## src/ticr_pkg.sv

```systemverilog
package ticr_pkg;
	localparam logic [1:0] ADDR_CONTROL     = 2'h0;
	localparam logic [1:0] ADDR_IRQ_CONFIG  = 2'h1;
	localparam logic [1:0] ADDR_IRQ_STATUS  = 2'h2;
	localparam logic [1:0] ADDR_IRQ_MASK    = 2'h3;
	localparam int         BIT_T1_FLAG      = 7;
	localparam int         BIT_T1_RUN       = 6;
	localparam int         BIT_T0_FLAG      = 5;
	localparam int         BIT_T0_RUN       = 4;
	localparam int         BIT_X1_FLAG      = 3;
	localparam int         BIT_X1_TYPE      = 2;
	localparam int         BIT_X1_POLARITY  = 0;
	localparam logic [7:0] CONTROL_RESET    = 8'h00;
	localparam logic [7:0] CONFIG_RESET     = 8'h00;
	localparam logic       TYPE_LEVEL       = 1'h0;
	localparam logic       TYPE_EDGE        = 1'h1;
	localparam int         EVT_T0           = 0;
	localparam int         EVT_T1           = 1;
	localparam int         EVT_X1           = 2;
	localparam int         EVT_COUNT        = 3;
endpackage

```

## src/ticr_if.sv

```systemverilog
`timescale 1ns/1ps
`default_nettype none
// Flag controls passed from the register bank to the flag engine.
interface ticr_if;
	logic [2:0] set_evt;
	logic [2:0] sw_clr;
	logic [2:0] vec_clr;
	logic       level_mode;
	logic       level_active;
	logic [2:0] flags;
	modport bank (output set_evt, output sw_clr, output vec_clr, output level_mode, output level_active, input flags);
	modport eng  (input set_evt, input sw_clr, input vec_clr, input level_mode, input level_active, output flags);
endinterface
`default_nettype wire

```

## src/ticr_flags.sv

```systemverilog
`timescale 1ns/1ps
`default_nettype none
// Flag engine, one flag per event source; sticky except X1 in level mode, which follows the pin.
module ticr_flags (
	// Clock and reset
	input wire logic  clk,
	input wire logic  rst_n,
	// Flag control
	ticr_if.eng       fl
);
	logic [2:0] flag;
	logic [2:0] next_flag;

	// Set wins over both clears so an overflow in the clear cycle survives.
	always_comb begin
		next_flag = flag;
		for (int i = 0; i < 3; i++) begin
			if (fl.set_evt[i]) begin
				next_flag[i] = 1'b1;
			end else if (fl.sw_clr[i] || fl.vec_clr[i]) begin
				next_flag[i] = 1'b0;
			end
		end
		if (fl.level_mode == ticr_pkg::TYPE_LEVEL) begin
			next_flag[ticr_pkg::EVT_X1] = fl.level_active;
		end
	end

	// Register the flags; all clear after reset.
	always_ff @(posedge clk or negedge rst_n) begin
		if (!rst_n) begin
			flag <= 3'h0;
		end else begin
			flag <= next_flag;
		end
	end

	assign fl.flags = flag;
endmodule
`default_nettype wire

```

## src/ticr_top.sv

```systemverilog
// Implementation choices: the register offsets and strobed register access.
`timescale 1ns/1ps
`default_nettype none
// Timer and external-interrupt control/status register bank.
module ticr_top (
	// Clock and reset
	input  wire logic       CLOCK,
	input  wire logic       RST_N,
	// Register port
	input  wire logic [1:0] ADDR,
	input  wire logic [7:0] WDATA,
	input  wire logic       WR,
	input  wire logic       RD,
	output logic      [7:0] RDATA,
	// Timer cores
	input  wire logic       T0_OVERFLOW,
	input  wire logic       T1_OVERFLOW,
	output logic            T0_RUN,
	output logic            T1_RUN,
	// External interrupt pin
	input  wire logic       EXT_IRQ_INPUT_A,
	// Vectoring acknowledges from the CPU
	input  wire logic       T0_VECTOR,
	input  wire logic       T1_VECTOR,
	input  wire logic       X1_VECTOR,
	// Requests to the CPU
	output logic            T0_FLAG,
	output logic            T1_FLAG,
	output logic            X1_FLAG,
	output logic            IRQ
);
	ticr_if fl ();

	logic       t0_run;
	logic       t1_run;
	logic       ext_irq1_type_sel;
	logic       ext_irq1_polarity;
	logic [2:0] irq_status;
	logic [2:0] irq_mask;
	logic [7:0] rdata;
	logic       pin_meta;
	logic       pin_sync;
	logic       pin_prev;
	logic       next_t0_run;
	logic       next_t1_run;
	logic       next_type_sel;
	logic       next_polarity;
	logic [2:0] next_irq_status;
	logic [2:0] next_irq_mask;
	logic [7:0] next_rdata;
	logic       pin_active;
	logic       pin_active_prev;
	logic       wr_ctl;
	logic [7:0] control_view;

	// Pin passes three flops; logic reads the second (pin_sync) and the third (pin_prev).
	// They reset to the inactive level of the reset polarity, so no false level or edge follows reset.
	always_ff @(posedge CLOCK or negedge RST_N) begin
		if (!RST_N) begin
			pin_meta <= ~ticr_pkg::CONFIG_RESET[ticr_pkg::BIT_X1_POLARITY];
			pin_sync <= ~ticr_pkg::CONFIG_RESET[ticr_pkg::BIT_X1_POLARITY];
			pin_prev <= ~ticr_pkg::CONFIG_RESET[ticr_pkg::BIT_X1_POLARITY];
		end else begin
			pin_meta <= EXT_IRQ_INPUT_A;
			pin_sync <= pin_meta;
			pin_prev <= pin_sync;
		end
	end

	// Polarity bit set means active high, clear means active low.
	assign pin_active      = ext_irq1_polarity ? pin_sync : ~pin_sync;
	assign pin_active_prev = ext_irq1_polarity ? pin_prev : ~pin_prev;
	assign wr_ctl          = WR && (ADDR == ticr_pkg::ADDR_CONTROL);

	// Flag engine requests.
	always_comb begin
		fl.set_evt[ticr_pkg::EVT_T0] = T0_OVERFLOW;
		fl.set_evt[ticr_pkg::EVT_T1] = T1_OVERFLOW;
		fl.set_evt[ticr_pkg::EVT_X1] = (ext_irq1_type_sel == ticr_pkg::TYPE_EDGE)
			&& pin_active && !pin_active_prev;
		fl.sw_clr[ticr_pkg::EVT_T0] = wr_ctl && !WDATA[ticr_pkg::BIT_T0_FLAG];
		fl.sw_clr[ticr_pkg::EVT_T1] = wr_ctl && !WDATA[ticr_pkg::BIT_T1_FLAG];
		fl.sw_clr[ticr_pkg::EVT_X1] = wr_ctl && !WDATA[ticr_pkg::BIT_X1_FLAG];
		fl.vec_clr[ticr_pkg::EVT_T0] = T0_VECTOR;
		fl.vec_clr[ticr_pkg::EVT_T1] = T1_VECTOR;
		fl.vec_clr[ticr_pkg::EVT_X1] = X1_VECTOR && (ext_irq1_type_sel == ticr_pkg::TYPE_EDGE);
		fl.level_mode   = ext_irq1_type_sel;
		fl.level_active = pin_active;
	end

	ticr_flags u_flags (
		.clk   (CLOCK),
		.rst_n (RST_N),
		.fl    (fl)
	);

	// Assembled control register view as software reads it.
	always_comb begin
		control_view = ticr_pkg::CONTROL_RESET;
		control_view[ticr_pkg::BIT_T1_FLAG] = fl.flags[ticr_pkg::EVT_T1];
		control_view[ticr_pkg::BIT_T1_RUN]  = t1_run;
		control_view[ticr_pkg::BIT_T0_FLAG] = fl.flags[ticr_pkg::EVT_T0];
		control_view[ticr_pkg::BIT_T0_RUN]  = t0_run;
		control_view[ticr_pkg::BIT_X1_FLAG] = fl.flags[ticr_pkg::EVT_X1];
		control_view[ticr_pkg::BIT_X1_TYPE] = ext_irq1_type_sel;
	end

	// Register writes, read data and sticky status; a status read clears it, but a new event wins.
	always_comb begin
		next_t0_run     = t0_run;
		next_t1_run     = t1_run;
		next_type_sel   = ext_irq1_type_sel;
		next_polarity   = ext_irq1_polarity;
		next_irq_mask   = irq_mask;
		next_irq_status = irq_status;
		next_rdata      = 8'h00;
		if (wr_ctl) begin
			next_t1_run   = WDATA[ticr_pkg::BIT_T1_RUN];
			next_t0_run   = WDATA[ticr_pkg::BIT_T0_RUN];
			next_type_sel = WDATA[ticr_pkg::BIT_X1_TYPE];
		end
		if (WR && ADDR == ticr_pkg::ADDR_IRQ_CONFIG) begin
			next_polarity = WDATA[ticr_pkg::BIT_X1_POLARITY];
		end
		if (WR && ADDR == ticr_pkg::ADDR_IRQ_MASK) begin
			next_irq_mask = WDATA[2:0];
		end
		if (RD) begin
			unique case (ADDR)
				ticr_pkg::ADDR_CONTROL: begin
					next_rdata = control_view;
				end
				ticr_pkg::ADDR_IRQ_CONFIG: begin
					next_rdata = {7'h00, ext_irq1_polarity};
				end
				ticr_pkg::ADDR_IRQ_STATUS: begin
					next_rdata      = {5'h00, irq_status};
					next_irq_status = 3'h0;
				end
				ticr_pkg::ADDR_IRQ_MASK: begin
					next_rdata = {5'h00, irq_mask};
				end
			endcase
		end
		next_irq_status = next_irq_status | fl.set_evt;
	end

	// Register state; everything zero after reset.
	always_ff @(posedge CLOCK or negedge RST_N) begin
		if (!RST_N) begin
			t0_run            <= 1'b0;
			t1_run            <= 1'b0;
			ext_irq1_type_sel <= ticr_pkg::TYPE_LEVEL;
			ext_irq1_polarity <= ticr_pkg::CONFIG_RESET[ticr_pkg::BIT_X1_POLARITY];
			irq_mask          <= 3'h0;
			irq_status        <= 3'h0;
			rdata             <= 8'h00;
		end else begin
			t0_run            <= next_t0_run;
			t1_run            <= next_t1_run;
			ext_irq1_type_sel <= next_type_sel;
			ext_irq1_polarity <= next_polarity;
			irq_mask          <= next_irq_mask;
			irq_status        <= next_irq_status;
			rdata             <= next_rdata;
		end
	end

	// Outputs straight from flops.
	always_ff @(posedge CLOCK or negedge RST_N) begin
		if (!RST_N) begin
			IRQ <= 1'b0;
		end else begin
			IRQ <= |(next_irq_status & next_irq_mask);
		end
	end

	assign RDATA   = rdata;
	assign T0_RUN  = t0_run;
	assign T1_RUN  = t1_run;
	assign T0_FLAG = fl.flags[ticr_pkg::EVT_T0];
	assign T1_FLAG = fl.flags[ticr_pkg::EVT_T1];
	assign X1_FLAG = fl.flags[ticr_pkg::EVT_X1];
endmodule
`default_nettype wire

```

## config.mk

```make
export PLATFORM = sky130hd
export DESIGN_NAME = ticr_top
export DESIGN_NICKNAME = d
export VERILOG_FILES = /design/src/ticr_pkg.sv /design/src/ticr_if.sv /design/src/ticr_flags.sv /design/src/ticr_top.sv
export SDC_FILE = /design/constraint.sdc
export NUM_CORES = 1
export LEC_CHECK = 0
export ABC_CLOCK_PERIOD_IN_PS = 2100
export BUFFER_PORTS_ARGS = -buffer_cell sky130_fd_sc_hd__buf_2
export CAP_MARGIN = 10
export CORE_UTILIZATION = 52
export DETAILED_ROUTE_END_ITERATION = 6
export PLACE_DENSITY_LB_ADDON = 0.3
export SYNTH_ARGS = -nofsm -noshare
export SYNTH_HDL_FRONTEND = slang
export SYNTH_SLANG_ARGS = --single-unit
```

## constraint.sdc

```tcl
create_clock -name CLOCK -period 2.1 [get_ports CLOCK]
set_clock_uncertainty 0.1 [all_clocks]
set_input_delay 0.315 -clock CLOCK [delete_from_list [all_inputs] [get_ports CLOCK]]
set_output_delay 0.315 -clock CLOCK [all_outputs]
set_load 0.02 [all_outputs]
```

# After elaboration in Yosys (flattened, before gate mapping)
# Index checks and enable logic that the tools add are counted.
[op_classes] n_reduce_logical=20 n_mul=0 bitwise_logic=4 shifts=0 add_sub_neg=0 div=0 n_eq_ne=4 mux=14 n_lt_le_gt_ge=0
[ops] operator="one-hot mux 8 bit (4 select lines)" n=1
[ops] operator="logical AND 1 bit" n=9
[ops] operator="2-to-1 mux 1 bit" n=9
[ops] operator="2-to-1 mux 3 bit" n=3
[ops] operator="2-to-1 mux 8 bit" n=1
[ops] operator="equality test 2 bit, second input constant" n=2
[ops] operator="zero test 1 bit" n=4
[ops] operator="nonzero test 2 bit" n=2
[ops] operator="AND 3 bit" n=1
[ops] operator="logical OR 1 bit" n=3
[ops] operator="inequality test 3 x 2 -> 1 bit, second input constant" n=1
[ops] operator="bitwise OR 3 bit" n=1
[ops] operator="OR reduction 3 bit" n=1
[ops] operator="equality test 2 x 1 -> 1 bit, second input constant" n=1
[ops] operator="zero test 2 bit" n=1
[ops] operator="NOT 1 bit" n=2
[totals] inputBits=20 mem_bits_ro=0 memories=0 elab_cells=56 out_inout_bits=14 mem_bits_rw=0 latch_bits=0 reg_bits=25

# Logic depth before layout (Yosys ltp)
[depth] word_depth=7 ltp_mapped=5 ltp_nobuf=4

# Modules after synthesis
# Synthesis repeated with hierarchy kept, for this count alone.
[hier_totals] cells_unflattened=73 area_unflattened_um2=997.2
[modules_own_cells] module="ticr_top" cells_per_inst=63 seq_area_each_um2=554.3 n_inst=1 area_each_um2=873.3
[modules_own_cells] module="ticr_flags" cells_per_inst=10 seq_area_each_um2=75.1 n_inst=1 area_each_um2=123.9

# Least setup slack after synthesis
# Ideal clock, no wire load.
[synth_path] path_kind="in2reg" start="in ADDR[1]" end="reg IRQ" setup_slack_ps=671 t_arrival_ps=1211 n_path_buf=1 cell_stages=5 setup_time_ps=119 required_time_ps=1881 path_cell_list="buf_4 nand3_4 mux2_4 a22oi_2 a21bo_1"
[synth_between] word_cells_on_any_way=9 cone_classes="eq/ne (2); mux (3); bitwise (2); reduce/logical (2)"
[synth_lines] element="start, declared" line_no="ticr_top.sv:10" source="input wire logic [1:0] ADDR,"
[synth_lines] element="equality test 2 bit" line_no="ticr_top.sv:125" source="if (WR && ADDR == ticr_pkg::ADDR_IRQ_MASK) begin"
[synth_lines] element="logical AND 1 bit" line_no="ticr_top.sv:125"
[synth_lines] element="2-to-1 mux 3 bit" line_no="ticr_top.sv:125"
[synth_lines] element="named net next_irq_mask[0]" line_no="ticr_top.sv:49" source="logic [2:0] next_irq_mask;"
[synth_lines] element="AND 3 bit" line_no="ticr_top.sv:174" source="IRQ <= |(next_irq_status & next_irq_mask);"
[synth_lines] element="OR reduction 3 bit" line_no="ticr_top.sv:174"
[synth_lines] element="end signal, assigned" line_no="ticr_top.sv:174"
[synth_lines] element="end, declared" line_no="ticr_top.sv:30" source="output logic IRQ"
# The timed path passes the listed nets, and every way through them passes these cells.
# A chain may end at the register's enable or synchronous reset.

# Final worst setup path
[layout_path] start="reg pin_prev" end="reg IRQ"
[layout_between] elab_chain_cells=7
[layout_rtl] element="start, declared" line_no="ticr_top.sv:43" source="logic pin_prev;"
[layout_rtl] element="start signal, assigned" line_no="ticr_top.sv:62" source="pin_prev <= ~ticr_pkg::CONFIG_RESET[ticr_pkg::BIT_X1_POLARITY];"
[layout_rtl] element="start signal, assigned" line_no="ticr_top.sv:66" source="pin_prev <= pin_sync;"
[layout_rtl] element="NOT 1 bit" line_no="ticr_top.sv:72" source="assign pin_active_prev = ext_irq1_polarity ? pin_prev : ~pin_prev;"
[layout_rtl] element="2-to-1 mux 1 bit (*)" line_no="ticr_top.sv:72"
[layout_rtl] element="zero test 1 bit (*)" line_no="ticr_top.sv:80" source="&& pin_active && !pin_active_prev;"
[layout_rtl] element="logical AND 1 bit (*)" line_no="ticr_top.sv:80"
[layout_rtl] element="bitwise OR 3 bit (*)" line_no="ticr_top.sv:145" source="next_irq_status = next_irq_status | fl.set_evt;"
[layout_rtl] element="named net next_irq_status[2]" line_no="ticr_top.sv:48" source="logic [2:0] next_irq_status;"
[layout_rtl] element="AND 3 bit (*)" line_no="ticr_top.sv:174"
[layout_rtl] element="OR reduction 3 bit (*)" line_no="ticr_top.sv:174"
# Mark *: on every way through the listed nets, which the timed path passes. The rest lies on a longest branch.

==> flow_summary.json <==
{
  "status": "completed",
  "synth-seq-area-share_pct": 62.0,
  "post_cts_hold_buffer_count": 2,
  "avgViaCountPerCell": 4.85,
  "cts.sink_count": 25,
  "worst_setup_path_start_kind": "flop",
  "dieHeight_um": 46.2,
  "path_clk_slew_ns": 0.12,
  "postRouteAntennaNets": 0,
  "die_w_um": 46.2,
  "area_growth_syn_to_layout_pct": 22.8,
  "final_setup_viols": 0,
  "drt_iter0_markers": 5,
  "via_count_of_the_first_global_routing_pass": 634,
  "floorplan.die_area_mm2": 0.00213,
  "initial_utilization_pct": 56.9,
  "post-synth-top-area-fraction_pct": 54.3,
  "final_nets": 134,
  "globalRoute.totalOverflow": 0,
  "floorplan.core_area_mm2": 0.00178,
  "clock_tree_from_tritoncts": "built",
  "placement.setup.worst_slack_ns": 0.534,
  "critical_path.endpoint_type": "flop",
  "io_buffers": 33,
  "worst_reg2reg_startpoint": "pin_prev",
  "pwr_density_cell_mw_per_mm2": 808,
  "netlist_area_mm2": 0.00101,
  "multiInputGateArea_um2": 367,
  "cts.path.max_buffers": 2,
  "layout_setup_ws_ns": 0.746,
  "reg2regPathDepth": 4,
  "worst-endpoint-arrival_ns": 1.46,
  "first_pass_iters": 6,
  "synthesized_netlist_net_count": 95,
  "total_via_count_in_the_routed_design": 669,
  "criticalPathCategory": "flop to flop",
  "synth.ff_latch_count": 25,
  "final_replace_weighted_congestion": 0.753,
  "maxClockFrequency_mhz": 738,
  "final_min_period_over_clock_period_pct": 64.5,
  "post_cts_buffers": 0,
  "ir_drop_mv": 0.492,
  "ctsResizeCount": 0,
  "post_synth_num_cell_types": 24,
  "timing_max_transition_violations_final": 0,
  "dp.cells": 132,
  "cap_violations": 0,
  "route.detailed.wl_per_inst_um": 13.2,
  "yosys-top-cells-area": "sky130_fd_sc_hd__dfrtp_1 (54%), sky130_fd_sc_hd__dfstp_2 (7.8%), sky130_fd_sc_hd__mux2_2 (7.8%)",
  "htree_num_levels": 1,
  "period_minus_slack_ns": 1.35,
  "synth_top_area_cell": "sky130_fd_sc_hd__dfrtp_1",
  "p_leak_nw": 0.630,
  "reg2reg_to": "IRQ",
  "final-hold-violation-count": 0,
  "cts_root_buf": "sky130_fd_sc_hd__clkbuf_4",
  "post_route_cells_drive_above_1_share_pct": 46.0,
  "grt.total_usage_pct": 20.0,
  "yosys_warnings": 0,
  "dpl.hpwl_um": 1390,
  "rows": 15,
  "ff2ff_setup_slack_ns": 0.75,
  "maximum_number_of_pins_on_one_net_before_global_route_repair": 26,
  "ios": 34,
  "finish.cell_count_without_fillers": 138,
  "clock_insertion_delay_at_the_later_pin_of_the_skew_report_ns": 0.30,
  "worstPathMaxFanout": 2,
  "hold_endpoint": "u_flags.fl.flags[2]",
  "drcViolationCount": 0,
  "layout.filler_cells": 144,
  "synth.avg_cell_area_um2": 13.5,
  "antenna_found_initial": 0,
  "synth_cells": 75,
  "regArea_um2": 629,
  "wirelength_um": 1820,
  "finalSetupTns_ns": 0,
  "min_delay_path_depth": 2,
  "critical_path_required_ns": 2.21,
  "max-slew-margin-rel_pct": 64.0,
  "hold_path_startpoint": "X1_VECTOR",
  "first_pass_grt_wire_length_um": 2890,
  "antenna_cells": 0,
  "rsz0062_at_grt": "no",
  "hold_path_class": "input pin to flop",
  "tightest_slew_ns": 0.540,
  "cts_inserted_buffers": 3
}
## synthesized netlist by cell type, drive strengths merged
master	n
a21o	2
a21bo	1
dfrtp	22
xor2	1
and2	1
nand3b	1
a22oi	2
nor2	4
nand2	6
and3	5
nand2b	4
nand3	1
dfstp	3
o21ai	3
mux2	9
buf	2
a31o	1
o31ai	1
mux2i	2
nor2b	3
a22o	1
## registers in the layout, indices dropped and copies added, names as in the netlist
register	count
IRQ	1
RDATA	8
T0_RUN	1
T1_RUN	1
ext_irq1_polarity	1
ext_irq1_type_sel	1
irq_mask	3
irq_status	3
pin_meta	1
pin_prev	1
pin_sync	1
u_flags.fl.flags	3
## per-stage QoR
stage | utilization (%) | instance area (um^2) | hold WS [ns] | power [mW]
6_report | 69.9 | 1250 | 0.0756 | 1.01
3_3_place_gp | 67.3 | 1200 | 0.219 | 0.804
4_1_cts | 69.9 | 1250 | 0.0646 | 1.02
5_1_grt | 69.9 | 1250 | 0.0547 | 1.06
3_5_place_dp | 67.3 | 1200 | 0.224 | 0.814
2_1_floorplan | - | 1010 | -0.0806 | 0.728
## report_power, final
part | leakage (nW) | switching [mW] | internal [mW]
combinational | 0.317 | 0.117 | 0.108
sequential | 0.297 | 0.0357 | 0.543
clock | 0.0150 | 0.129 | 0.0741
## placed cells by master (no fill, tap or decap)
cell	Yosys	layout
sky130_fd_sc_hd__buf_2	0	33
sky130_fd_sc_hd__a21o_1	2	2
sky130_fd_sc_hd__xor2_1	1	1
sky130_fd_sc_hd__and2_1	1	1
sky130_fd_sc_hd__mux2i_1	2	2
sky130_fd_sc_hd__buf_4	1	1
sky130_fd_sc_hd__a22oi_1	1	1
sky130_fd_sc_hd__and3_1	5	5
sky130_fd_sc_hd__clkbuf_1	0	1
sky130_fd_sc_hd__nor2b_1	3	3
sky130_fd_sc_hd__clkbuf_4	0	3
sky130_fd_sc_hd__dfrtp_1	22	22
sky130_fd_sc_hd__a31o_2	1	1
sky130_fd_sc_hd__mux2_2	7	7
sky130_fd_sc_hd__nand2_1	6	6
sky130_fd_sc_hd__nand3b_1	1	1
sky130_fd_sc_hd__nand2b_1	4	4
sky130_fd_sc_hd__a22oi_2	1	1
sky130_fd_sc_hd__o21ai_0	3	3
sky130_fd_sc_hd__mux2_4	2	2
sky130_fd_sc_hd__a21bo_1	1	1
sky130_fd_sc_hd__a22o_1	1	1
sky130_fd_sc_hd__nor2_1	4	4
sky130_fd_sc_hd__o31ai_1	1	1
sky130_fd_sc_hd__dfstp_2	3	3
sky130_fd_sc_hd__nand3_4	1	1
sky130_fd_sc_hd__dlygate4sd3_1	0	2
## cell families (layout without fill, tap and decap cells)
logic type,after synthesis,after routing,share of synthesized area (%)
xor+xnor,1,1,0.863
compound gates,11,11,8.38
mux,11,11,12.7
buf+inv,2,40,1.85
simple gates,25,25,14.2
flops,25,25,62.0
## metal layers
metal	vias up	routed length [um]	GRT usage (%)
met5	-	0	0
met3	2	58	2.35
met4	0	16	10.6
met2	19	916	32.4
met1	310	828	25.9
li1	338	-	-
## how the worst max path moves through the flow
| stage | start | endpoint | slack, ns | cells past startpoint |
|---|---|---|---|---|
| final | pin_prev | IRQ | 0.75 | 4 |
| after global routing | pin_prev | IRQ | 0.68 | 4 |
| after CTS | pin_prev | IRQ | 0.73 | 4 |
| after detailed placement | ADDR[0] | IRQ | 0.53 | 5 |
| after global placement | ADDR[0] | IRQ | 0.58 | 5 |
| after floorplan | ADDR[1] | IRQ | 0.67 | 5 |
## worst max-delay path, cell delays in order (launching register included)
cell and delay [ns]:
sky130_fd_sc_hd__dfstp_2 0.54, sky130_fd_sc_hd__nand2b_1 0.12, sky130_fd_sc_hd__mux2i_1 0.10, sky130_fd_sc_hd__a22o_1 0.22
sky130_fd_sc_hd__a21bo_1 0.17
## cell type report
cell class | instances | area share (%)
Clock buffer | 4 | 2.11
Multi-Input combinational cell | 48 | 29.4
Sequential cell | 25 | 50.5
Tap cell | 25 | 2.51
Timing Repair Buffer | 36 | 15.5
(Power assumes the default switching activity.)
